<file path="src/tmr_evgen_pkg.sv">
package tmr_evgen_pkg;

    // Widths and channel count
    localparam int DATA_W = 16;
    localparam int ADDR_W = 8;
    localparam int NUM_CH = 4;

    // Register offsets (byte addresses)
    localparam logic [7:0] OFS_CTRL = 8'h00;
    localparam logic [7:0] OFS_CHMODE = 8'h04;
    localparam logic [7:0] OFS_DMAEN = 8'h08;
    localparam logic [7:0] OFS_INTMASK = 8'h0c;
    localparam logic [7:0] OFS_STATUS = 8'h10;
    localparam logic [7:0] OFS_EVGEN = 8'h14;
    localparam logic [7:0] OFS_RELOAD = 8'h2c;
    localparam logic [7:0] OFS_CAPT0 = 8'h34;
    localparam logic [7:0] OFS_CAPT_STEP = 8'h04;

    // Event register, status and mask share this bit layout
    localparam int BIT_UPD = 0;
    localparam int BIT_CH1 = 1;
    localparam int BIT_TRG = 6;
    localparam int BIT_RPT1 = 9;

    // Control register fields
    localparam int CTRL_UPD_DIS = 0;
    localparam int CTRL_UPD_SRC = 1;
    localparam int CTRL_DOWN = 4;
    localparam int CTRL_CENTER = 5;

    // Values after reset
    localparam logic [15:0] RST_EVGEN = 16'h0000;
    localparam logic [15:0] RST_CTRL = 16'h0000;
    localparam logic [15:0] RST_CHMODE = 16'h0000;
    localparam logic [15:0] RST_DMAEN = 16'h0000;
    localparam logic [15:0] RST_INTMASK = 16'h0000;
    localparam logic [15:0] RST_RELOAD = 16'h0000;
    localparam logic [15:0] COUNT_ZERO = 16'h0000;

    // Self-clearing software force pulses
    typedef struct packed {
        logic update;
        logic [NUM_CH-1:0] ch;
        logic trigger;
    } force_t;

    // Commands towards the counter engine and prescaler
    typedef struct packed {
        logic load;
        logic [DATA_W-1:0] load_value;
        logic presc_clear;
        logic update;
        logic trigger;
    } timer_ctl_t;

    // State of one capture/compare channel
    typedef struct packed {
        logic [DATA_W-1:0] capture;
        logic flag;
        logic repeat_flag;
        logic dma_req;
    } ch_state_t;

    // State of the register block
    typedef struct packed {
        logic [DATA_W-1:0] ctrl;
        logic [DATA_W-1:0] chmode;
        logic [DATA_W-1:0] dmaen;
        logic [DATA_W-1:0] mask;
        logic [DATA_W-1:0] reload;
        logic [DATA_W-1:0] rdata;
        logic upd_flag;
        logic trg_flag;
        timer_ctl_t ctl;
    } main_state_t;

endpackage

</file>
<file path="src/evgen_strobe.sv">
module evgen_strobe
    import tmr_evgen_pkg::*;
(
    input wire logic clk_in,
    input wire logic rst_b_in,
    input wire logic ce_in,
    input wire logic wr_in,
    input wire logic sel_in,
    input wire logic [DATA_W-1:0] wdata_in,
    output force_t force_out
);
    force_t force_reg;
    force_t force_next;

    // Bits live for one enabled cycle only; the event register always reads as zero
    always_comb begin
        force_next = RST_EVGEN[$bits(force_t)-1:0];
        if (wr_in && sel_in) begin
            force_next.update = wdata_in[BIT_UPD];
            force_next.ch = wdata_in[BIT_CH1 +: NUM_CH];
            force_next.trigger = wdata_in[BIT_TRG];
        end
    end

    always_ff @(posedge clk_in or negedge rst_b_in) begin
        if (!rst_b_in) begin
            force_reg <= RST_EVGEN[$bits(force_t)-1:0];
        end else if (ce_in) begin
            force_reg <= force_next;
        end
    end

    assign force_out = force_reg;
endmodule // evgen_strobe

</file>
<file path="src/capture_channel.sv">
module capture_channel
    import tmr_evgen_pkg::*;
(
    input wire logic clk_in,
    input wire logic rst_b_in,
    input wire logic ce_in,
    input wire logic fire_in,
    input wire logic input_mode_in,
    input wire logic [DATA_W-1:0] count_in,
    input wire logic clr_flag_in,
    input wire logic clr_repeat_in,
    input wire logic dma_en_in,
    output ch_state_t state_out
);
    ch_state_t s_reg;
    ch_state_t s_next;

    // Set wins over a clear in the same cycle
    always_comb begin
        s_next = s_reg;
        s_next.dma_req = 1'b0;
        if (clr_flag_in) begin
            s_next.flag = 1'b0;
        end
        if (clr_repeat_in) begin
            s_next.repeat_flag = 1'b0;
        end
        if (fire_in) begin
            s_next.flag = 1'b1;
            s_next.dma_req = dma_en_in;
            if (input_mode_in) begin
                s_next.capture = count_in;
                if (s_reg.flag) begin
                    s_next.repeat_flag = 1'b1;
                end
            end
        end
    end

    always_ff @(posedge clk_in or negedge rst_b_in) begin
        if (!rst_b_in) begin
            s_reg <= '0;
        end else if (ce_in) begin
            s_reg <= s_next;
        end
    end

    assign state_out = s_reg;
endmodule // capture_channel

</file>
<file path="src/timer_event_gen.sv">
module timer_event_gen
    import tmr_evgen_pkg::*;
(
    input wire logic clk_in,
    input wire logic rst_b_in,
    input wire logic ce_in,
    input wire logic [ADDR_W-1:0] addr_in,
    input wire logic [DATA_W-1:0] wdata_in,
    input wire logic wr_in,
    input wire logic rd_in,
    output logic [DATA_W-1:0] rdata_out,
    input wire logic [DATA_W-1:0] count_in,
    input wire logic hw_trigger_in,
    output timer_ctl_t ctl_out,
    output logic [NUM_CH-1:0] dma_req_out,
    output logic irq_out
);
    main_state_t s_reg;
    main_state_t s_next;
    force_t force_pulse;
    ch_state_t [NUM_CH-1:0] ch_state;
    logic [NUM_CH-1:0] ch_flag;
    logic [NUM_CH-1:0] ch_repeat;
    logic [NUM_CH-1:0] ch_clr_flag;
    logic [NUM_CH-1:0] ch_capt_read;
    logic [DATA_W-1:0] status;
    logic [DATA_W-1:0] status_clr;
    logic wr_evgen;

    assign wr_evgen = wr_in && (addr_in == OFS_EVGEN);

    // Self-clearing force register
    evgen_strobe u_strobe (
        .clk_in(clk_in),
        .rst_b_in(rst_b_in),
        .ce_in(ce_in),
        .wr_in(wr_in),
        .sel_in(wr_evgen),
        .wdata_in(wdata_in),
        .force_out(force_pulse)
    );

    // Write-one-to-clear mask for the status register
    assign status_clr = (wr_in && (addr_in == OFS_STATUS)) ? wdata_in : '0;

    // One channel slice per capture/compare channel
    genvar gi;
    generate
        for (gi = 0; gi < NUM_CH; gi++) begin : g_ch
            // Reading a capture register in input mode also clears that flag
            assign ch_capt_read[gi] = rd_in && s_reg.chmode[gi] &&
                (addr_in == OFS_CAPT0 + 8'(gi) * OFS_CAPT_STEP);
            assign ch_clr_flag[gi] = status_clr[BIT_CH1 + gi] ||
                ch_capt_read[gi];
            capture_channel u_ch (
                .clk_in(clk_in),
                .rst_b_in(rst_b_in),
                .ce_in(ce_in),
                .fire_in(force_pulse.ch[gi]),
                .input_mode_in(s_reg.chmode[gi]),
                .count_in(count_in),
                .clr_flag_in(ch_clr_flag[gi]),
                .clr_repeat_in(status_clr[BIT_RPT1 + gi]),
                .dma_en_in(s_reg.dmaen[BIT_CH1 + gi]),
                .state_out(ch_state[gi])
            );
            assign ch_flag[gi] = ch_state[gi].flag;
            assign ch_repeat[gi] = ch_state[gi].repeat_flag;
            assign dma_req_out[gi] = ch_state[gi].dma_req;
        end
    endgenerate

    // Status image in the shared event bit layout
    always_comb begin
        status = '0;
        status[BIT_UPD] = s_reg.upd_flag;
        status[BIT_CH1 +: NUM_CH] = ch_flag;
        status[BIT_TRG] = s_reg.trg_flag;
        status[BIT_RPT1 +: NUM_CH] = ch_repeat;
    end

    // Level interrupt while any unmasked flag stands
    assign irq_out = |(status & s_reg.mask);

    // Register writes, forced events and read mux
    always_comb begin
        s_next = s_reg;
        s_next.ctl.load = 1'b0;
        s_next.ctl.presc_clear = 1'b0;
        s_next.ctl.update = 1'b0;
        s_next.ctl.trigger = 1'b0;
        s_next.rdata = '0;
        if (wr_in) begin
            case (addr_in)
                OFS_CTRL: s_next.ctrl = wdata_in;
                OFS_CHMODE: s_next.chmode = wdata_in & 16'h000f;
                OFS_DMAEN: s_next.dmaen = wdata_in;
                OFS_INTMASK: s_next.mask = wdata_in;
                OFS_RELOAD: s_next.reload = wdata_in;
                default: ;
            endcase
        end
        // Software clears first so a same-cycle set still wins
        if (status_clr[BIT_UPD]) begin
            s_next.upd_flag = 1'b0;
        end
        if (status_clr[BIT_TRG]) begin
            s_next.trg_flag = 1'b0;
        end
        if (force_pulse.update) begin
            s_next.ctl.load = 1'b1;
            s_next.ctl.presc_clear = 1'b1;
            // Center mode counts up first, so it also starts at zero
            if (s_reg.ctrl[CTRL_DOWN] && !s_reg.ctrl[CTRL_CENTER]) begin
                s_next.ctl.load_value = s_reg.reload;
            end else begin
                s_next.ctl.load_value = COUNT_ZERO;
            end
            s_next.ctl.update = !s_reg.ctrl[CTRL_UPD_DIS];
            if (!s_reg.ctrl[CTRL_UPD_SRC] && !s_reg.ctrl[CTRL_UPD_DIS]) begin
                s_next.upd_flag = 1'b1;
            end
        end
        if (force_pulse.trigger || hw_trigger_in) begin
            s_next.ctl.trigger = 1'b1;
            s_next.trg_flag = 1'b1;
        end
        if (rd_in) begin
            case (addr_in)
                OFS_CTRL: s_next.rdata = s_reg.ctrl;
                OFS_CHMODE: s_next.rdata = s_reg.chmode;
                OFS_DMAEN: s_next.rdata = s_reg.dmaen;
                OFS_INTMASK: s_next.rdata = s_reg.mask;
                OFS_STATUS: s_next.rdata = status;
                OFS_RELOAD: s_next.rdata = s_reg.reload;
                OFS_EVGEN: s_next.rdata = '0;
                default: begin
                    for (int i = 0; i < NUM_CH; i++) begin
                        if (addr_in == OFS_CAPT0 + 8'(i) * OFS_CAPT_STEP) begin
                            s_next.rdata = ch_state[i].capture;
                        end
                    end
                end
            endcase
        end
    end

    // Clock enable freezes everything, including pulses
    always_ff @(posedge clk_in or negedge rst_b_in) begin
        if (!rst_b_in) begin
            s_reg.ctrl <= RST_CTRL;
            s_reg.chmode <= RST_CHMODE;
            s_reg.dmaen <= RST_DMAEN;
            s_reg.mask <= RST_INTMASK;
            s_reg.reload <= RST_RELOAD;
            s_reg.rdata <= '0;
            s_reg.upd_flag <= 1'b0;
            s_reg.trg_flag <= 1'b0;
            s_reg.ctl <= '0;
        end else if (ce_in) begin
            s_reg <= s_next;
        end
    end

    assign rdata_out = s_reg.rdata;
    assign ctl_out = s_reg.ctl;
endmodule // timer_event_gen

</file>
<file path="config.mk">
export PLATFORM = sky130hd
export DESIGN_NAME = timer_event_gen
export DESIGN_NICKNAME = d
export VERILOG_FILES = /design/src/tmr_evgen_pkg.sv /design/src/evgen_strobe.sv /design/src/capture_channel.sv /design/src/timer_event_gen.sv
export SDC_FILE = /design/constraint.sdc
export NUM_CORES = 1
export LEC_CHECK = 0
export BUFFER_PORTS_ARGS = -buffer_cell sky130_fd_sc_hd__buf_2
export CAP_MARGIN = 0
export CORE_ASPECT_RATIO = 1.2
export CORE_MARGIN = 2
export CORE_UTILIZATION = 35
export CTS_CLUSTER_SIZE = 40
export DETAILED_ROUTE_END_ITERATION = 12
export PLACE_DENSITY_LB_ADDON = 0.08
export SETUP_SLACK_MARGIN = 0.02
export SLEW_MARGIN = 20
export SYNTH_ARGS = -nofsm -noshare
export SYNTH_HDL_FRONTEND = slang
export SYNTH_SLANG_ARGS = --single-unit
</file>
<file path="constraint.sdc">
create_clock -name clk_in -period 2.75 [get_ports clk_in]
set_clock_uncertainty 0.2 [all_clocks]
set_input_delay 0.6875 -clock clk_in [delete_from_list [all_inputs] [get_ports clk_in]]
set_output_delay 0.6875 -clock clk_in [all_outputs]
set_load 0.05 [all_outputs]
</file>
==> out/results.ini, run 1 <==
[cells_and_area]
fin_nets = 825
drive_gt1_share_pct = 39.6
final_cell_mix = dfrtp_1, mux2_2, buf_2
largest_reg_flops = 76
num_antenna_cells = 0
layout_commonest_cell = dfrtp_1
syn_to_final_growth_pct = 17.0
fill_cells = 2314

[power_and_ir_drop]
p_per_area_mw_per_mm2 = 565
ir_drop_v = 0.000468
leakagePower_nw = 5.03

[worst_setup_path]
crit_fanout = 4
critPathBufInv = 1
crit_arrival_ns = 1.72
timing.rr.start = g_ch[0].u_ch.state_out[2]$_DFFE_PN0P_
crit_type = reg2out
worstSetupEndpointType = output pin
critPathSlowestCell = dfrtp_1
worstSetupStartpoint = g_ch[1].u_ch.state_out[2]$_DFFE_PN0P_
critPathLaunchType = flop
crit_family = compound AO/OA/AOI/OAI gates
max_stage_delay_ns = 0.43
path_cells = a22o_1, a221oi_1, nand4_1, buf_2
cp_data_required_time_ns = 1.86

[sta]
min_period_over_period_pct = 94.7
fin_setup_tns_ns = 0
tightest_slew_ns = 0.941
hold_viol_final = 0
slew_violations = 0
max_slew_margin_pct = 37.2
rsz0062_at_grt = false
fin_crit_ns = 2.60
fmax_mhz = 384
setup_ws_ns = 0.146
setup_viol = 0
whs_ns = 0.0159

[routing]
routed_via_density = 5.41
avgRoutedWirePerCell_um = 21.9
ant_nets = 0
detail_route.wirelength_mm = 24.3
drt_iter0_markers = 347
drt_pass1_iterations = 6
vias = 6016
drc = 0

[clock_tree]
clockBufferDepth = 2
post-cts-setup-buffers = 0
hold_buffers = 0
htree_num_levels = 4
ctsRootBufferMaster = clkbuf_16
numCtsBuffers = 17
clkSlewWorstSetupHoldPaths_ns = 0.07
cts_sinks = 187
cts_tree = yes
insertion_delay_ns = 0.44
cts_resized = 0

[synthesis]
ys_warn_count = 0
yosysSeqAreaShare_pct = 54.6
ys_ff_latch = 187
syn_area_per_cell_um2 = 12.2
synthesis.area_mm2 = 0.00858
async_reset_ff_share_pct = 100
synth_edf_count = 0
synth_cells = 701
synth_cell_types = 37
synthFlopType = dfrtp_1
netlist.top_cell.by_area = dfrtp_1
synth_fp_nets = 747
synth_top_area_share_pct = 54.6
yosys-top-cells-area = dfrtp_1, mux2_2, a22o_1

[floorplanning]
start_util_pct = 35.7
die_w_um = 147
fp.dieH_um = 175
io_pins = 87
fp-row-count = 62
core_area_mm2 = 0.0240
die_area_mm2 = 0.0258

[global_routing]
grtUsageTotal_pct = 19.3
antenna_found_initial = 0
grt_max_degree = 59
grt_pass1_wl_mm = 38.0
overflow = 0
grt_pass1_vias = 6235

[placed_design]
portBuffers = 86
place_hpwl_mm = 17.4
gp_congestion = 0.888
place_ws_ns = -0.0814

[worst_hold_path]
hold_path_class = in2async

[flow_run]
maxCapViolations = 0

[status]
outcome = complete, no violations

==> cells by family (layout without fill, tap and decap cells) <==
| kind of cell | count (synthesis) | in the layout | share of synthesized area (%) |
|---|---|---|---|
| DFF | 187 | 187 | 54.6 |
| AOI/OAI and AO/OA | 158 | 158 | 12.6 |
| muxes | 152 | 152 | 19.8 |
| and+or+nand+nor | 113 | 113 | 7.13 |
| buffers and inverters | 91 | 182 | 5.89 |
==> worst reg2reg max path, stage by stage (launching register included) <==
cell	delay, ns
dfrtp_1	0.43
mux2i_1	0.23
nor3_1	0.07
o21ai_0	0.23
nand3_1	0.17
a22o_1	0.20
==> final cells by class <==
type	count	area (µm²)	share of cell area, %
inverter	11	41.3	0.411
timing repair buffer	139	925	9.21
clock inverter	13	158	1.57
clock buffer	19	433	4.31
multi-input combinational	423	3400	33.9
tap	320	400	3.99
sequential	187	4680	46.6
==> routing by layer <==
metal	GRT usage, %	share of wire (%)	routed length, µm
met4	5.57	1.5	353
met1	27.4	47	11500
met2	30.7	47	11500
met5	0	0	0
met3	3.01	3.8	932
==> power breakdown <==
part,switching (mW),internal [mW]
logic,0.224,0.112
registers,0.0306,2.78
clock network,1.16,1.37
==> through the flow <==
stage,cell area (µm²),util [%],std cells,total power [mW]
2_1_floorplan,8580,-,701,3.00
5_1_grt,10000,41.7,1112,5.88
3_5_place_dp,9440,39.3,1080,3.21
4_1_cts,10000,41.7,1112,5.73
6_report,10000,41.7,1112,5.67
3_3_place_gp,9440,39.3,1080,3.20
==> synthesized netlist by cell type, types with 10 or more instances <==
cell      number
dfrtp_1      187
mux2_2       140
a21oi_1       46
buf_4         40
a22o_1        37
clkbuf_1      30
o21ai_0       27
nand2_1       25
nor2_1        21
nor4_1        19
a221oi_1      16
nand3_1       16
mux2i_1       12
inv_1         11
a21o_1        10
==> final timing paths <==
kind,endpoint,slack [ns],depth (start not counted)
min reg2reg,ctl_out[0]$_DFFE_PN0P_,0.29,1
min in group clk_in,ctl_out[0]$_DFFE_PN0P_,0.29,1
max reg2reg,rdata_out[1]$_DFFE_PN0P_,1.11,5
max in group asynchronous,rdata_out[3]$_DFFE_PN0P_,1.59,2
max,irq_out,0.15,4
min,g_ch[1].u_ch.state_out[16]$_DFFE_PN0P_,0.02,1
Note: power is estimated with default switching activity, not from simulation.
==> inputs of run 2 (changes only) <==
- ABC_AREA: not set -> 1
==> out/results.ini, run 2 <==
[status]
outcome = complete, no violations  ; unchanged

[worst_setup_path]
crit_arrival_ns = 1.69  ; was 1.72 ns
path_depth = 4  ; unchanged
cp_data_required_time_ns = 1.86  ; about the same
critPathBufInv = 1  ; unchanged
max_stage_delay_ns = 0.41  ; was 0.43 ns
critPathSlowestCell = dfrtp_1  ; unchanged
worstSetupStartpoint = s_reg[66]$_DFFE_PN0P_  ; was g_ch[1].u_ch.state_out[2]$_DFFE_PN0P_
timing.rr.start = s_reg[52]$_DFFE_PN0P_  ; was g_ch[0].u_ch.state_out[2]$_DFFE_PN0P_
crit_family = compound AO/OA/AOI/OAI gates  ; unchanged
path_cells = a22o_1, a211oi_1, nand3_1, buf_2  ; was a22o_1, a221oi_1, nand4_1, buf_2
critPathLaunchType = flop  ; unchanged
crit_fanout = 3  ; was 4
crit_type = reg2out  ; unchanged
worstSetupEndpointType = output pin  ; unchanged
reg2reg_depth = 7  ; was 5

[synthesis]
netlist.top_cell.by_area = dfrtp_1  ; unchanged
synth_cell_types = 33  ; was 37
netlist_top_cells_count = nand2_1, dfrtp_1, o21ai_0  ; was dfrtp_1, mux2_2, a21oi_1
syn_area_per_cell_um2 = 8.19  ; was 12.2 µm²
yosysSeqAreaShare_pct = 52.1  ; was 54.6%
synth_top_family_by_area = simple AND/OR/NAND/NOR gates  ; was multiplexers
synthMuxAreaShare_pct = 0  ; was 19.8%
synthXorXnorAreaFrac_pct = 0  ; unchanged
ys_ff_latch = 187  ; unchanged
yosys-top-cells-area = dfrtp_1, nand2_1, o21ai_0  ; was dfrtp_1, mux2_2, a22o_1
synthFlopType = dfrtp_1  ; unchanged
synth-compound-area-share_pct = 10.7  ; was 12.6%
synth-simple-area-share_pct = 27.1  ; was 7.13%
async_reset_ff_share_pct = 100  ; unchanged
ys_warn_count = 0  ; unchanged
synth_cells = 1096  ; was 701
synth_adder_area_share_pct = 0  ; unchanged
synthesis.area_mm2 = 0.00898  ; was 0.00858 mm²
synth.most_common_cell = nand2_1  ; was dfrtp_1
synth_top_area_share_pct = 52.1  ; was 54.6%
synth_fp_nets = 1142  ; was 747
synth_edf_count = 0  ; unchanged

[clock_tree]
ctsRootBufferMaster = clkbuf_16  ; unchanged
hold_buffers = 0  ; unchanged
cts_resized = 0  ; unchanged
post-cts-setup-buffers = 0  ; unchanged
clkSlewWorstSetupHoldPaths_ns = 0.07  ; about the same
htree_num_levels = 4  ; unchanged
cts_sinks = 187  ; unchanged
insertion_delay_ns = 0.44  ; about the same
cts_tree = yes  ; unchanged
clockBufferDepth = 2  ; unchanged
numCtsBuffers = 17  ; unchanged

[cells_and_area]
fin_nets = 1192  ; was 825
layout_commonest_cell = nand2_1  ; was dfrtp_1
layoutNonFillerInstCount = 1488  ; was 1112
largest_reg_flops = 76  ; unchanged
syn_to_final_growth_pct = 13.8  ; was 17.0%
fin_util_pct = 40.3  ; was 41.7%
num_antenna_cells = 0  ; unchanged
final_cell_mix = nand2_1, dfrtp_1, o21ai_0  ; was dfrtp_1, mux2_2, buf_2
drive_gt1_share_pct = 16.8  ; was 39.6%

[floorplanning]
die_area_mm2 = 0.0270  ; was 0.0258 mm²
start_util_pct = 35.4  ; was 35.7%
io_pins = 87  ; unchanged
fp.dieH_um = 179  ; was 175 µm
core_area_mm2 = 0.0254  ; was 0.0240 mm²
fp-row-count = 64  ; was 62
die_w_um = 150  ; was 147 µm

[sta]
fin_crit_ns = 2.58  ; was 2.60 ns
max_slew_margin_pct = 36.0  ; was 37.2%
min_period_over_period_pct = 93.9  ; was 94.7%
slew_violations = 0  ; unchanged
hold_viol_final = 0  ; unchanged
tightest_slew_ns = 0.957  ; was 0.941 ns
setup_viol = 0  ; unchanged
fmax_mhz = 387  ; was 384 MHz
rsz0062_at_grt = false  ; unchanged

[global_routing]
grtUsageTotal_pct = 21.0  ; was 19.3%
grt_max_degree = 50  ; was 59
grt_pass1_wl_mm = 43.2  ; was 38.0 mm
overflow = 0  ; unchanged
grt_pass1_vias = 7129  ; was 6235
antenna_found_initial = 0  ; unchanged

[routing]
drt_pass1_iterations = 5  ; was 6
vias = 7137  ; was 6016
detail_route.wirelength_mm = 27.0  ; was 24.3 mm
routed_via_density = 4.80  ; was 5.41
avgRoutedWirePerCell_um = 18.2  ; was 21.9 µm
drc = 0  ; unchanged
ant_nets = 0  ; unchanged
drt_iter0_markers = 564  ; was 347

[placed_design]
dpl.cell_count = 1457  ; was 1080
gp_congestion = 0.818  ; was 0.888
portBuffers = 86  ; unchanged
place_hpwl_mm = 19.1  ; was 17.4 mm

[power_and_ir_drop]
p_total_mw = 5.71  ; was 5.67 mW
ir_drop_v = 0.000407  ; was 0.000468 V
leakagePower_nw = 5.15  ; was 5.03 nW
p_per_area_mw_per_mm2 = 559  ; was 565 mW/mm²

[worst_hold_path]
hold_path_class = in2async  ; unchanged

[flow_run]
maxCapViolations = 0  ; unchanged

-- run 2: cell types whose count changed in the layout (fill, tap and decap cells not counted), sizes merged, moves of 19 or more --
| cell | delta |
|---|---|
| nand2 | +306 |
| nor4 | -19 |
| a21oi | -35 |
| nand3 | +114 |
| o21ai | +143 |
| mux2 | -140 |
| a22o | -35 |
| nor2 | +52 |
| inv | +77 |
-- run 2: worst reg2reg max path, delay by kind of cell (launching register included) --
family                 cells  cell delay (ns)
buffers and inverters      1             0.16
and+or+nand+nor            5             0.53
AOI/OAI and AO/OA          1             0.16
DFF                        1             0.41
-- run 2: cells by family after synthesis --
kind of cell	after synthesis
AND/OR/NAND/NOR	539
AO/OA/AOI/OAI	188
flip-flops	187
buffers and inverters	182
-- run 2: path summary, 6_finish.rpt --
| kind | to | slack, ns |
|---|---|---|
| max in group asynchronous | g_ch[2].u_ch.state_out[12]$_DFFE_PN0P_ | 1.67 |
| max | irq_out | 0.17 |
| max reg2reg | rdata_out[14]$_DFFE_PN0P_ | 1.20 |
| min in group clk_in | ctl_out[10]$_DFFE_PN0P_ | 0.28 |
| min | ctl_out[16]$_DFFE_PN0P_ | 0.01 |
| min reg2reg | ctl_out[10]$_DFFE_PN0P_ | 0.28 |
-- run 2: through the flow --
step                      setup slack [ns]  setup TNS (ns)  hold WS (ns)  instance area [µm²]
after global placement              0.0109               0         0.261                 9620
after detailed placement          -0.00394        -0.00394         0.265                 9620
after global routing                0.0332               0        0.0311                10200
after CTS                            0.141               0        0.0181                10200
final                                0.168               0        0.0111                10200
after floorplan                      0.700               0         0.192                 8980
-- run 2: layout make-up --
type,count,area (µm²)
clock buffer,19,443
sequential,187,4680
timing repair buffer,123,792
fill,2638,15200
multi-input combinational,727,3400
inverter,90,338
clock inverter,12,160
tap,330,413
-- run 2: where the power goes --
group	leakage (nW)	internal (mW)	total (mW)	switching (mW)
clock	0.295	1.46	2.58	1.12
sequential	2.59	2.78	2.81	0.0269
combinational	2.26	0.0864	0.322	0.236
total	5.15	4.33	5.71	1.38
-- run 2: metal layers --
| metal | part of all wire (%) | wire length [µm] | track usage, % | up-vias |
|---|---|---|---|---|
| met2 | 49 | 13400 | 35.3 | 136 |
| met1 | 45 | 12300 | 28.2 | 3397 |
| met3 | 3.1 | 847 | 2.72 | 29 |
| met5 | 0 | 0 | 0 | - |
| met4 | 2.1 | 563 | 6.45 | 0 |
| li1 | - | - | - | 3575 |
